File: config.mk
export PLATFORM = sky130hd
export DESIGN_NAME = mos_sequencer
export DESIGN_NICKNAME = d
export VERILOG_FILES = /design/src/verilog/mos_pkg.sv /design/src/verilog/mos_sequencer.sv
export VERILOG_INCLUDE_DIRS = /design/src /design/src/verilog
export SDC_FILE = /design/constraint.sdc
export NUM_CORES = 1
export LEC_CHECK = 0
export BUFFER_PORTS_ARGS = -buffer_cell sky130_fd_sc_hd__buf_2
export CORE_UTILIZATION = 45
export DETAILED_ROUTE_END_ITERATION = 6
export GPL_TIMING_DRIVEN = 0
export PLACE_DENSITY = 0.66
export SYNTH_ARGS = -nofsm -noshare
export SYNTH_HDL_FRONTEND = slang
export SYNTH_SLANG_ARGS = --single-unit
File: constraint.sdc
create_clock -name clock_i -period 3.9 [get_ports clock_i]
set_clock_uncertainty 0.05 [all_clocks]
set_input_delay 0.195 -clock clock_i [delete_from_list [all_inputs] [get_ports clock_i]]
set_output_delay 0.195 -clock clock_i [all_outputs]
set_load 0.02 [all_outputs]
File: src/verilog/mos_defines.svh
`ifndef MOS_DEFINES_SVH
`define MOS_DEFINES_SVH
// Register offsets
`define MOS_REG_SLEEP_CFG 8'h0e
`define MOS_REG_BRAKE_CFG 8'h13
`define MOS_REG_DC_CFG 8'h14
`define MOS_REG_FC_CFG 8'h15
`define MOS_REG_HYS_CFG 8'h18
`define MOS_REG_COUNT 3'h5
// Register reset values, overwritten by the load from memory
`define MOS_RST_CFG 8'h00
// Released sleep pin level, normal operation
`define MOS_PIN_IDLE 1'b1
// Field positions
`define MOS_SLEEP_SEL_BIT 7
`define MOS_BRAKE_TIME_HI 7
`define MOS_BRAKE_TIME_LO 5
`define MOS_BRAKE_MODE_BIT 4
`define MOS_BRAKE_HOLD_BIT 3
`define MOS_DC1_HI 4
`define MOS_DC1_LO 3
`define MOS_DC2_HI 2
`define MOS_DC2_LO 0
`define MOS_FC_HI 1
`define MOS_FC_LO 0
`define MOS_HYS_HI 7
`define MOS_HYS_LO 6
// Clock rate in Hz; times in milliseconds
`define MOS_CLK_HZ 25000000
`define MOS_MS_PER_S 1000
`define MOS_SLEEP_QUAL_MS 13'h0064
`define MOS_BRAKE_STEP_MS 13'h03e8
`define MOS_DC1_T0 13'h0000
`define MOS_DC1_T1 13'h00c8
`define MOS_DC1_T2 13'h01f4
`define MOS_DC1_T3 13'h03e8
`define MOS_DC2_T0 13'h0064
`define MOS_DC2_T1 13'h00c8
`define MOS_DC2_T2 13'h0190
`define MOS_DC2_T3 13'h0258
`define MOS_DC2_T4 13'h0320
`define MOS_DC2_T5 13'h03e8
`define MOS_DC2_T6 13'h05dc
`define MOS_DC2_T7 13'h07d0
`define MOS_WIN_T0 13'h00c8
`define MOS_WIN_T1 13'h0064
`define MOS_WIN_T2 13'h0032
`define MOS_WIN_T3 13'h0019
`define MOS_RESTART_MS 1000
`define MOS_ZERO_MS 13'h0000
`define MOS_ONE_MS 13'h0001
`define MOS_TMR_MAX 13'h1fff
`endif

File: src/verilog/mos_pkg.sv
package mos_pkg;
  typedef enum logic [3:0] {
    MOS_LOAD = 4'h0,
    MOS_BRAKE = 4'h1,
    MOS_HOLD = 4'h2,
    MOS_IDLE = 4'h3,
    MOS_DETECT = 4'h4,
    MOS_DC1 = 4'h5,
    MOS_DC2 = 4'h6,
    MOS_FORCED = 4'h7,
    MOS_RUN = 4'h8,
    MOS_ERROR = 4'h9,
    MOS_SLEEP = 4'ha
  } mos_state_t;
  typedef enum logic [2:0] {
    MOS_DRV_OFF = 3'h0,
    MOS_DRV_BRAKE = 3'h1,
    MOS_DRV_DC1 = 3'h2,
    MOS_DRV_DC2 = 3'h3,
    MOS_DRV_FORCED = 3'h4,
    MOS_DRV_SENSORLESS = 3'h5
  } mos_drive_t;
endpackage : mos_pkg

File: src/verilog/mos_sequencer.sv
`timescale 1ns/1ns
`include "mos_defines.svh"
module mos_sequencer #(
  parameter int MS_CYCLES = `MOS_CLK_HZ / `MOS_MS_PER_S,
  parameter int RESTART_MS = `MOS_RESTART_MS
) (
  input wire logic clock_i,
  input wire logic resetn_i,
  input wire logic sleep_request_pin_i,
  input wire logic [7:0] speed_cmd_i,
  input wire logic fault_i,
  input wire logic motor_forward_i,
  input wire logic sensorless_ready_i,
  input wire logic max_speed_off_setting_i,
  input wire logic never_halt_setting_i,
  input wire logic speed_inversion_setting_i,
  output logic nvm_req_o,
  output logic [7:0] nvm_addr_o,
  input wire logic nvm_ack_i,
  input wire logic [7:0] nvm_data_i,
  input wire logic reg_wr_i,
  input wire logic reg_rd_i,
  input wire logic [7:0] reg_addr_i,
  input wire logic [7:0] reg_wdata_i,
  output logic [7:0] reg_rdata_o,
  output logic [3:0] state_o,
  output logic [2:0] drive_mode_o,
  output logic gates_hiz_o,
  output logic error_clear_o,
  output logic [1:0] forced_commutation_freq_o,
  output logic [1:0] position_comparator_hysteresis_o
);

  // Pin synchroniser; the first stage feeds only the second. It resets to the
  // released level, so leaving reset never fakes a sleep request
  logic pin_meta_r;
  logic pin_sync_r;
  always_ff @(posedge clock_i or negedge resetn_i) begin
    if (!resetn_i) begin
      pin_meta_r <= `MOS_PIN_IDLE;
      pin_sync_r <= `MOS_PIN_IDLE;
    end else begin
      pin_meta_r <= sleep_request_pin_i;
      pin_sync_r <= pin_meta_r;
    end
  end

  // Setting registers
  logic [7:0] sleep_cfg_r;
  logic [7:0] brake_cfg_r;
  logic [7:0] dc_cfg_r;
  logic [7:0] fc_cfg_r;
  logic [7:0] hys_cfg_r;
  logic [7:0] rdata_r;
  mos_pkg::mos_state_t state_r;
  mos_pkg::mos_state_t state_nxt;

  // Load sequencing: index over the five setting offsets
  logic [2:0] load_idx_r;
  logic load_done;
  logic [7:0] load_addr;
  assign load_done = (load_idx_r == `MOS_REG_COUNT);
  assign load_addr = (load_idx_r == 3'h0) ? `MOS_REG_SLEEP_CFG :
                     (load_idx_r == 3'h1) ? `MOS_REG_BRAKE_CFG :
                     (load_idx_r == 3'h2) ? `MOS_REG_DC_CFG :
                     (load_idx_r == 3'h3) ? `MOS_REG_FC_CFG : `MOS_REG_HYS_CFG;

  // One write source at a time: memory load while loading, port otherwise
  logic wr_en;
  logic [7:0] wr_addr;
  logic [7:0] wr_data;
  logic load_wr;
  assign load_wr = (state_r == mos_pkg::MOS_LOAD) && !load_done && nvm_ack_i;
  assign wr_en = load_wr || (reg_wr_i && state_r != mos_pkg::MOS_LOAD);
  assign wr_addr = load_wr ? load_addr : reg_addr_i;
  assign wr_data = load_wr ? nvm_data_i : reg_wdata_i;

  always_ff @(posedge clock_i or negedge resetn_i) begin
    if (!resetn_i) begin
      sleep_cfg_r <= `MOS_RST_CFG;
      brake_cfg_r <= `MOS_RST_CFG;
      dc_cfg_r <= `MOS_RST_CFG;
      fc_cfg_r <= `MOS_RST_CFG;
      hys_cfg_r <= `MOS_RST_CFG;
    end else if (wr_en) begin
      if (wr_addr == `MOS_REG_SLEEP_CFG) sleep_cfg_r <= wr_data;
      if (wr_addr == `MOS_REG_BRAKE_CFG) brake_cfg_r <= wr_data;
      if (wr_addr == `MOS_REG_DC_CFG) dc_cfg_r <= wr_data;
      if (wr_addr == `MOS_REG_FC_CFG) fc_cfg_r <= wr_data;
      if (wr_addr == `MOS_REG_HYS_CFG) hys_cfg_r <= wr_data;
    end
  end

  // Load index advances per acknowledged word; held at zero in every state other than load
  always_ff @(posedge clock_i or negedge resetn_i) begin
    if (!resetn_i) begin
      load_idx_r <= 3'h0;
    end else if (state_r != mos_pkg::MOS_LOAD) begin
      load_idx_r <= 3'h0;
    end else if (load_wr) begin
      load_idx_r <= load_idx_r + 3'h1;
    end
  end
  assign nvm_req_o = (state_r == mos_pkg::MOS_LOAD) && !load_done && pin_sync_r;
  assign nvm_addr_o = load_addr;

  // Read back; unmapped offsets read zero
  logic [7:0] rd_mux;
  assign rd_mux = (reg_addr_i == `MOS_REG_SLEEP_CFG) ? sleep_cfg_r :
                  (reg_addr_i == `MOS_REG_BRAKE_CFG) ? brake_cfg_r :
                  (reg_addr_i == `MOS_REG_DC_CFG) ? dc_cfg_r :
                  (reg_addr_i == `MOS_REG_FC_CFG) ? fc_cfg_r :
                  (reg_addr_i == `MOS_REG_HYS_CFG) ? hys_cfg_r : 8'h00;
  always_ff @(posedge clock_i or negedge resetn_i) begin
    if (!resetn_i) begin
      rdata_r <= `MOS_RST_CFG;
    end else if (reg_rd_i) begin
      rdata_r <= rd_mux;
    end
  end
  assign reg_rdata_o = rdata_r;

  // Millisecond tick; every time below is counted in these ticks
  logic [14:0] pre_r;
  logic ms_tick;
  assign ms_tick = (pre_r == 15'(MS_CYCLES - 1));
  always_ff @(posedge clock_i or negedge resetn_i) begin
    if (!resetn_i) begin
      pre_r <= 15'h0000;
    end else begin
      pre_r <= ms_tick ? 15'h0000 : pre_r + 15'h0001;
    end
  end

  // Field decode into durations
  logic speed_zero;
  logic [2:0] brake_code;
  logic [12:0] brake_ms;
  logic brake_hold;
  logic [12:0] first_excitation_period;
  logic [12:0] second_excitation_period;
  logic [12:0] idle_window_ms;
  logic [12:0] restart_ms;
  assign speed_zero = (speed_cmd_i == 8'h00);
  assign brake_code = brake_cfg_r[`MOS_BRAKE_TIME_HI:`MOS_BRAKE_TIME_LO];
  assign brake_ms = 13'({10'h000, brake_code} * `MOS_BRAKE_STEP_MS);
  assign brake_hold = brake_cfg_r[`MOS_BRAKE_HOLD_BIT];
  assign restart_ms = 13'(RESTART_MS);
  always_comb begin
    case (dc_cfg_r[`MOS_DC1_HI:`MOS_DC1_LO])
      2'h0: first_excitation_period = `MOS_DC1_T0;
      2'h1: first_excitation_period = `MOS_DC1_T1;
      2'h2: first_excitation_period = `MOS_DC1_T2;
      default: first_excitation_period = `MOS_DC1_T3;
    endcase
  end
  always_comb begin
    case (dc_cfg_r[`MOS_DC2_HI:`MOS_DC2_LO])
      3'h0: second_excitation_period = `MOS_DC2_T0;
      3'h1: second_excitation_period = `MOS_DC2_T1;
      3'h2: second_excitation_period = `MOS_DC2_T2;
      3'h3: second_excitation_period = `MOS_DC2_T3;
      3'h4: second_excitation_period = `MOS_DC2_T4;
      3'h5: second_excitation_period = `MOS_DC2_T5;
      3'h6: second_excitation_period = `MOS_DC2_T6;
      default: second_excitation_period = `MOS_DC2_T7;
    endcase
  end
  always_comb begin
    case (fc_cfg_r[`MOS_FC_HI:`MOS_FC_LO])
      2'h0: idle_window_ms = `MOS_WIN_T0;
      2'h1: idle_window_ms = `MOS_WIN_T1;
      2'h2: idle_window_ms = `MOS_WIN_T2;
      default: idle_window_ms = `MOS_WIN_T3;
    endcase
  end

  // Sleep condition and its qualification
  logic refuse_sleep;
  logic sleep_cond;
  logic [12:0] qual_r;
  logic sleep_go;
  assign refuse_sleep = max_speed_off_setting_i | never_halt_setting_i
                        | speed_inversion_setting_i;
  assign sleep_cond = !pin_sync_r && (!sleep_cfg_r[`MOS_SLEEP_SEL_BIT]
                      || (speed_zero && !refuse_sleep));
  // One tick extra, since the first tick may land right after the condition rises
  assign sleep_go = sleep_cond && (qual_r > `MOS_SLEEP_QUAL_MS);
  always_ff @(posedge clock_i or negedge resetn_i) begin
    if (!resetn_i) begin
      qual_r <= `MOS_ZERO_MS;
    end else if (!sleep_cond) begin
      qual_r <= `MOS_ZERO_MS;
    end else if (ms_tick && !sleep_go) begin
      qual_r <= qual_r + `MOS_ONE_MS;
    end
  end

  // State timer in ms, cleared on every state change
  logic [12:0] tmr_r;
  always_ff @(posedge clock_i or negedge resetn_i) begin
    if (!resetn_i) begin
      tmr_r <= `MOS_ZERO_MS;
    end else if (state_nxt != state_r) begin
      tmr_r <= `MOS_ZERO_MS;
    end else if (ms_tick && tmr_r != `MOS_TMR_MAX) begin
      tmr_r <= tmr_r + `MOS_ONE_MS;
    end
  end

  // Operating state machine; sleep entry has top priority
  always_comb begin
    state_nxt = state_r;
    case (state_r)
      mos_pkg::MOS_LOAD: begin
        if (!pin_sync_r) state_nxt = mos_pkg::MOS_SLEEP;
        else if (load_done) state_nxt = mos_pkg::MOS_BRAKE;
      end
      mos_pkg::MOS_BRAKE: begin
        if (tmr_r >= brake_ms) begin
          if (brake_hold && brake_ms != `MOS_ZERO_MS) state_nxt = mos_pkg::MOS_HOLD;
          else state_nxt = mos_pkg::MOS_IDLE;
        end
      end
      mos_pkg::MOS_HOLD: begin
        if (!speed_zero) state_nxt = mos_pkg::MOS_DETECT;
      end
      mos_pkg::MOS_IDLE: begin
        if (!speed_zero) state_nxt = mos_pkg::MOS_DETECT;
      end
      mos_pkg::MOS_DETECT: begin
        if (motor_forward_i) state_nxt = mos_pkg::MOS_RUN;
        else if (tmr_r >= idle_window_ms) state_nxt = mos_pkg::MOS_DC1;
      end
      mos_pkg::MOS_DC1: begin
        if (tmr_r >= first_excitation_period) state_nxt = mos_pkg::MOS_DC2;
      end
      mos_pkg::MOS_DC2: begin
        if (tmr_r >= second_excitation_period) state_nxt = mos_pkg::MOS_FORCED;
      end
      mos_pkg::MOS_FORCED: begin
        if (sensorless_ready_i) state_nxt = mos_pkg::MOS_RUN;
      end
      mos_pkg::MOS_RUN: begin
        state_nxt = mos_pkg::MOS_RUN;
      end
      mos_pkg::MOS_ERROR: begin
        if (speed_zero) state_nxt = mos_pkg::MOS_IDLE;
        else if (tmr_r >= restart_ms) state_nxt = mos_pkg::MOS_DETECT;
      end
      mos_pkg::MOS_SLEEP: begin
        if (!sleep_cond) state_nxt = mos_pkg::MOS_LOAD;
      end
      default: state_nxt = mos_pkg::MOS_LOAD;
    endcase
    // Shared exits of the detect, excitation, forced and run states
    if (state_r inside {mos_pkg::MOS_DETECT, mos_pkg::MOS_DC1, mos_pkg::MOS_DC2,
                        mos_pkg::MOS_FORCED, mos_pkg::MOS_RUN}) begin
      if (speed_zero) state_nxt = mos_pkg::MOS_IDLE;
      else if (fault_i) state_nxt = mos_pkg::MOS_ERROR;
    end
    if (state_r != mos_pkg::MOS_LOAD && state_r != mos_pkg::MOS_SLEEP && sleep_go) begin
      state_nxt = mos_pkg::MOS_SLEEP;
    end
  end

  // Drive mode as a function of the state being entered
  function automatic mos_pkg::mos_drive_t mos_drive_of(input mos_pkg::mos_state_t s,
                                                       input logic brake_short);
    case (s)
      mos_pkg::MOS_BRAKE, mos_pkg::MOS_HOLD:
        mos_drive_of = brake_short ? mos_pkg::MOS_DRV_BRAKE : mos_pkg::MOS_DRV_OFF;
      mos_pkg::MOS_DC1: mos_drive_of = mos_pkg::MOS_DRV_DC1;
      mos_pkg::MOS_DC2: mos_drive_of = mos_pkg::MOS_DRV_DC2;
      mos_pkg::MOS_FORCED: mos_drive_of = mos_pkg::MOS_DRV_FORCED;
      mos_pkg::MOS_RUN: mos_drive_of = mos_pkg::MOS_DRV_SENSORLESS;
      default: mos_drive_of = mos_pkg::MOS_DRV_OFF;
    endcase
  endfunction : mos_drive_of

  mos_pkg::mos_drive_t drive_r;
  logic err_clr_r;
  always_ff @(posedge clock_i or negedge resetn_i) begin
    if (!resetn_i) begin
      state_r <= mos_pkg::MOS_LOAD;
      drive_r <= mos_pkg::MOS_DRV_OFF;
      err_clr_r <= 1'b0;
    end else begin
      state_r <= state_nxt;
      drive_r <= mos_drive_of(state_nxt, brake_cfg_r[`MOS_BRAKE_MODE_BIT]);
      err_clr_r <= (state_nxt == mos_pkg::MOS_SLEEP);
    end
  end

  // Off covers load, idle, detect, error, sleep and a high-impedance brake or hold
  assign gates_hiz_o = (drive_r == mos_pkg::MOS_DRV_OFF);
  assign drive_mode_o = drive_r;
  assign error_clear_o = err_clr_r;
  assign state_o = state_r;
  assign forced_commutation_freq_o = fc_cfg_r[`MOS_FC_HI:`MOS_FC_LO];
  assign position_comparator_hysteresis_o = hys_cfg_r[`MOS_HYS_HI:`MOS_HYS_LO];

endmodule : mos_sequencer

==> results by group <==
Cells and area
  • Register Area: between 2000 and 3000 µm²
  • Final cell count without fillers: 996
  • Fraction of layout cells with a size suffix above 1: 0.266
  • Final Util: 0.547
  • Filler Cells Inserted: 1315
  • Final non-filler cell area: 8070 µm²
  • Combined area of the multi-input logic cells: roughly 4200 µm²
  • Antenna cells: 0
  • Synthesis-to-finish area growth: 17.1%
  • # nets final: 914

GRT
  • Total Routing Usage GR: 0.227
  • Maximum number of pins on one net before global-route repair: 56
  • Antenna violations before repair: 0
  • Number of global-route vias before repair: 5725
  • First-pass GRT wire length: roughly 28000 µm
  • Overall overflow remaining after global route: 0

Power and ir drop
  • Leakage power total: 3.75 nW
  • Final total power: ~5.1 mW
  • Power Density: 629 nW/µm²
  • Worst IR drop on VDD: about 0.4 mV

Logic synthesis
  • Top post-synthesis cells by area: sky130_fd_sc_hd__dfrtp_1 (36%), sky130_fd_sc_hd__ha_1 (11%), sky130_fd_sc_hd__mux2_2 (6.5%)
  • Share of Yosys cell area claimed by the top area cell type: 0.363
  • Flops & latches, synth: 102
  • Compound-Gate Fraction of Synth Area: 0.122
  • Post-synthesis adder-cell area fraction: 0.119
  • Warnings from Yosys: 0
  • Commonest register cell after synthesis: sky130_fd_sc_hd__dfrtp_1
  • Mux cell area share after synthesis: 0.0794
  • XOR/XNOR share of the synthesized area: 0.0431
  • Count of flip-flops with a built-in enable after synthesis: 0
  • Mean instance size in the synthesized netlist: 9.70 µm²
  • Library cell occupying the most area in the post-synthesis netlist: sky130_fd_sc_hd__dfrtp_1
  • Post-synthesis cell type count: 82
  • Instance count of the mapped netlist: 710
  • Combinational family with the most area after synthesis: simple AND/OR/NAND/NOR gates
  • Async set or reset register ratio after synthesis: 1.00
  • Sequential fraction of the synthesis area: 0.371
  • Simple-gate share of the synthesized area: 0.221
  • Mapped Area: 6890 µm²

Placement
  • Number of port buffers: 69
  • Cells after DPL: 966
  • Final estimated routing congestion in global placement: 0.922
  • Post-DP Area: 7530 µm²
  • Final HPWL DP: 12300 µm
  • Placement Setup Slack: -0.613 ns

Floorplan
  • Core area: 14800 µm²
  • Horiz. Die Dim: 126 µm
  • Starting density of the core: 0.467
  • Die Y-Extent: ~130 µm
  • Number of rows in the core area: 44
  • I/O Pins: 74
  • Die area: 15800 µm²

Worst hold path
  • Capture endpoint of the worst hold path: load_idx_r[2]
  • Cell depth of the worst hold path: 3
  • Class of the worst hold path: input port to register
  • Beginning of the worst hold path: nvm_ack_i

Worst setup path
  • Worst reg2reg endpoint: tmr_r[2]
  • Worst-case reg-to-reg path depth: 15
  • Worst path arrival time: 4.29 ns
  • R2R Path Start: brake_cfg_r[5]
  • Highest fanout seen on the critical path: 10
  • Endpoint kind of the worst setup timing path: register
  • R2r setup slk: -0.16 ns
  • Critical path type: register to register
  • Kind of launch point of the worst setup path: register
  • Data required, critical path: 4.13 ns

Clocking
  • Clk root buf: sky130_fd_sc_hd__clkbuf_16
  • # clock sinks: a little over 100
  • Number of clock buffers inserted by TritonCTS: 9
  • Clock-pin slew on the worst setup and hold paths: 0.07 ns
  • Clock tree buffer depth: 2
  • Latest clock arrival within the worst-skew pair: 0.35 ns
  • TritonCTS clock tree: done
  • Clock H-tree levels: 3

Routing
  • Routed vias/inst: 5.73
  • Detailed-route DRC error count: 0
  • Post-detailed-route wirelength per cell: 16.8 µm
  • Post-route ant nets: 0
  • Starting DRC count in detailed routing: 299
  • Detailed-router iteration count before antenna repair: 5
  • Via count of the routed design: 5711
  • Total routed wirelength: around 17000 µm

Timing
  • Total of endpoints with negative setup slack in the final report: 16
  • Max-slew violation count: 0
  • Worst hold margin: ~0.1 ns
  • Final period util: 1.04
  • Fmax: 0.246 GHz
  • Tightest Pin Transition: approximately 1.3 ns
  • RSZ-0062 raised after global routing: true
  • Setup tns final: -2.15 ns
  • Headroom to the max-slew limit: 0.0976
  • Setup slack after layout: -0.157 ns
  • Post-layout min period: 4.06 ns
  • Count of final hold-check violations: 0

Flow run
  • Max Cap Viol: 0

Status
  • Result of the run: finished with violations
  • Violations in the final reports: setup timing
layout make-up:
class,instances,share of cell area
multi-input combinational,543,0.518
sequential,102,0.317
timing repair buffer,85,0.0616
tap,184,0.0285
clock buffer,10,0.0284
inverter,44,0.0208
buffer,22,0.0178
clock inverter,6,0.00760
layer usage:
metal,GRT usage,vias to the layer above,routed length [µm],part of all wire
met2,0.366,145,7860,0.47
met1,0.307,2799,7740,0.46
met5,0,-,0,0
met4,0.0868,0,367,0.022
met3,0.0365,28,745,0.045
li1,-,2739,-,-
worst max path at each step:
stage / start / to / slack (ns) / cells after the start
final: brake_cfg_r[5] / tmr_r[2] / -0.16 / 15
after global routing: brake_cfg_r[5] / drive_mode_o[0] / -0.35 / 15
after CTS: brake_cfg_r[5] / drive_mode_o[0] / -0.15 / 15
after detailed placement: brake_cfg_r[7] / tmr_r[9] / -0.61 / 14
after global placement: brake_cfg_r[7] / tmr_r[3] / -0.51 / 14
after floorplan: brake_cfg_r[5] / tmr_r[11] / 0.02 / 14
kinds of logic (layout without fill, tap and decap cells):
logic type	after synthesis	count (layout)
AOI/OAI and AO/OA	119	119
xor gates and xnor gates	33	33
adders and majority gates	63	63
buffers and inverters	67	167
DFF	102	102
muxes	49	49
other	1	3
and+or+nand+nor	276	276
power breakdown:
group	internal, mW	switching [mW]	total (mW)
registers	1.26	0.182	1.44
logic	1.20	1.54	2.73
clock network	0.497	0.401	0.898
state kept, by name, indices dropped and copies added (netlist names), 8 cells and up:
register     flops
pre_r           15
fc_cfg_r         8
sleep_cfg_r      8
tmr_r           13
dc_cfg_r         8
qual_r          13
brake_cfg_r      8
hys_cfg_r        8
reg_rdata_o      8
cells in the mapped netlist (all sizes together), types with 3 or more instances:
| library cell | instances |
|---|---|
| and2 | 4 |
| nand2 | 87 |
| nor4b | 4 |
| a221oi | 5 |
| a41oi | 6 |
| a31oi | 11 |
| xnor2 | 15 |
| mux2 | 42 |
| nand4 | 10 |
| nand2b | 3 |
| nor3 | 29 |
| and3 | 6 |
| a222oi | 4 |
| and4 | 4 |
| a21oi | 35 |
| a2111oi | 3 |
| inv | 44 |
| or4 | 3 |
| xor2 | 18 |
| o31ai | 3 |
| or4b | 3 |
| nor3b | 4 |
| nor4 | 9 |
| clkbuf | 5 |
| nor2b | 8 |
| nor2 | 67 |
| or3 | 5 |
| fa | 4 |
| dfrtp | 100 |
| buf | 18 |
| ha | 59 |
| a22o | 4 |
| o21ai | 21 |
| mux2i | 7 |
| a211o | 3 |
| nand3 | 21 |
cells in the final DEF (no fill, tap or decap), drive strengths merged, types with 4 or more instances in the layout:
master and instances:
nor2b 8, clkbuf 15, a222oi 4, o21ai 21, and2 4, a21oi 35
nand2 87, a221oi 5, xnor2 15, nor4 9, ha 59, and3 6
and4 4, a31oi 11, nand3 21, a22o 4, mux2 42, a41oi 6
xor2 18, nor3 29, buf 100, dfrtp 100, nand4 10, fa 4
nor2 67, inv 45, nor4b 4, mux2i 7, nor3b 4, or3 5
critical path, cell delays in order, from the launching register on:
cell,delay [ns]
sky130_fd_sc_hd__dfrtp_2,0.46
sky130_fd_sc_hd__fa_2,0.66
sky130_fd_sc_hd__fa_2,0.25
sky130_fd_sc_hd__inv_2,0.04
sky130_fd_sc_hd__fa_2,0.35
sky130_fd_sc_hd__xnor2_2,0.15
sky130_fd_sc_hd__ha_1,0.30
sky130_fd_sc_hd__and4_4,0.19
sky130_fd_sc_hd__o311a_1,0.12
sky130_fd_sc_hd__a211oi_2,0.21
sky130_fd_sc_hd__a41oi_2,0.09
sky130_fd_sc_hd__a211o_1,0.35
sky130_fd_sc_hd__a31o_4,0.26
sky130_fd_sc_hd__xnor2_4,0.16
sky130_fd_sc_hd__buf_8,0.16
sky130_fd_sc_hd__nor3_4,0.17
repair_timing:
item,in CTS,in global routing
gates cloned,0,0
setup endpoints to repair,19,19
hold buffers,2,0
endpoints found under the hold margin,46,0
resized for setup,20,9
pin swaps,11,3
setup buffers,9,4
(Power assumes the default switching activity.)
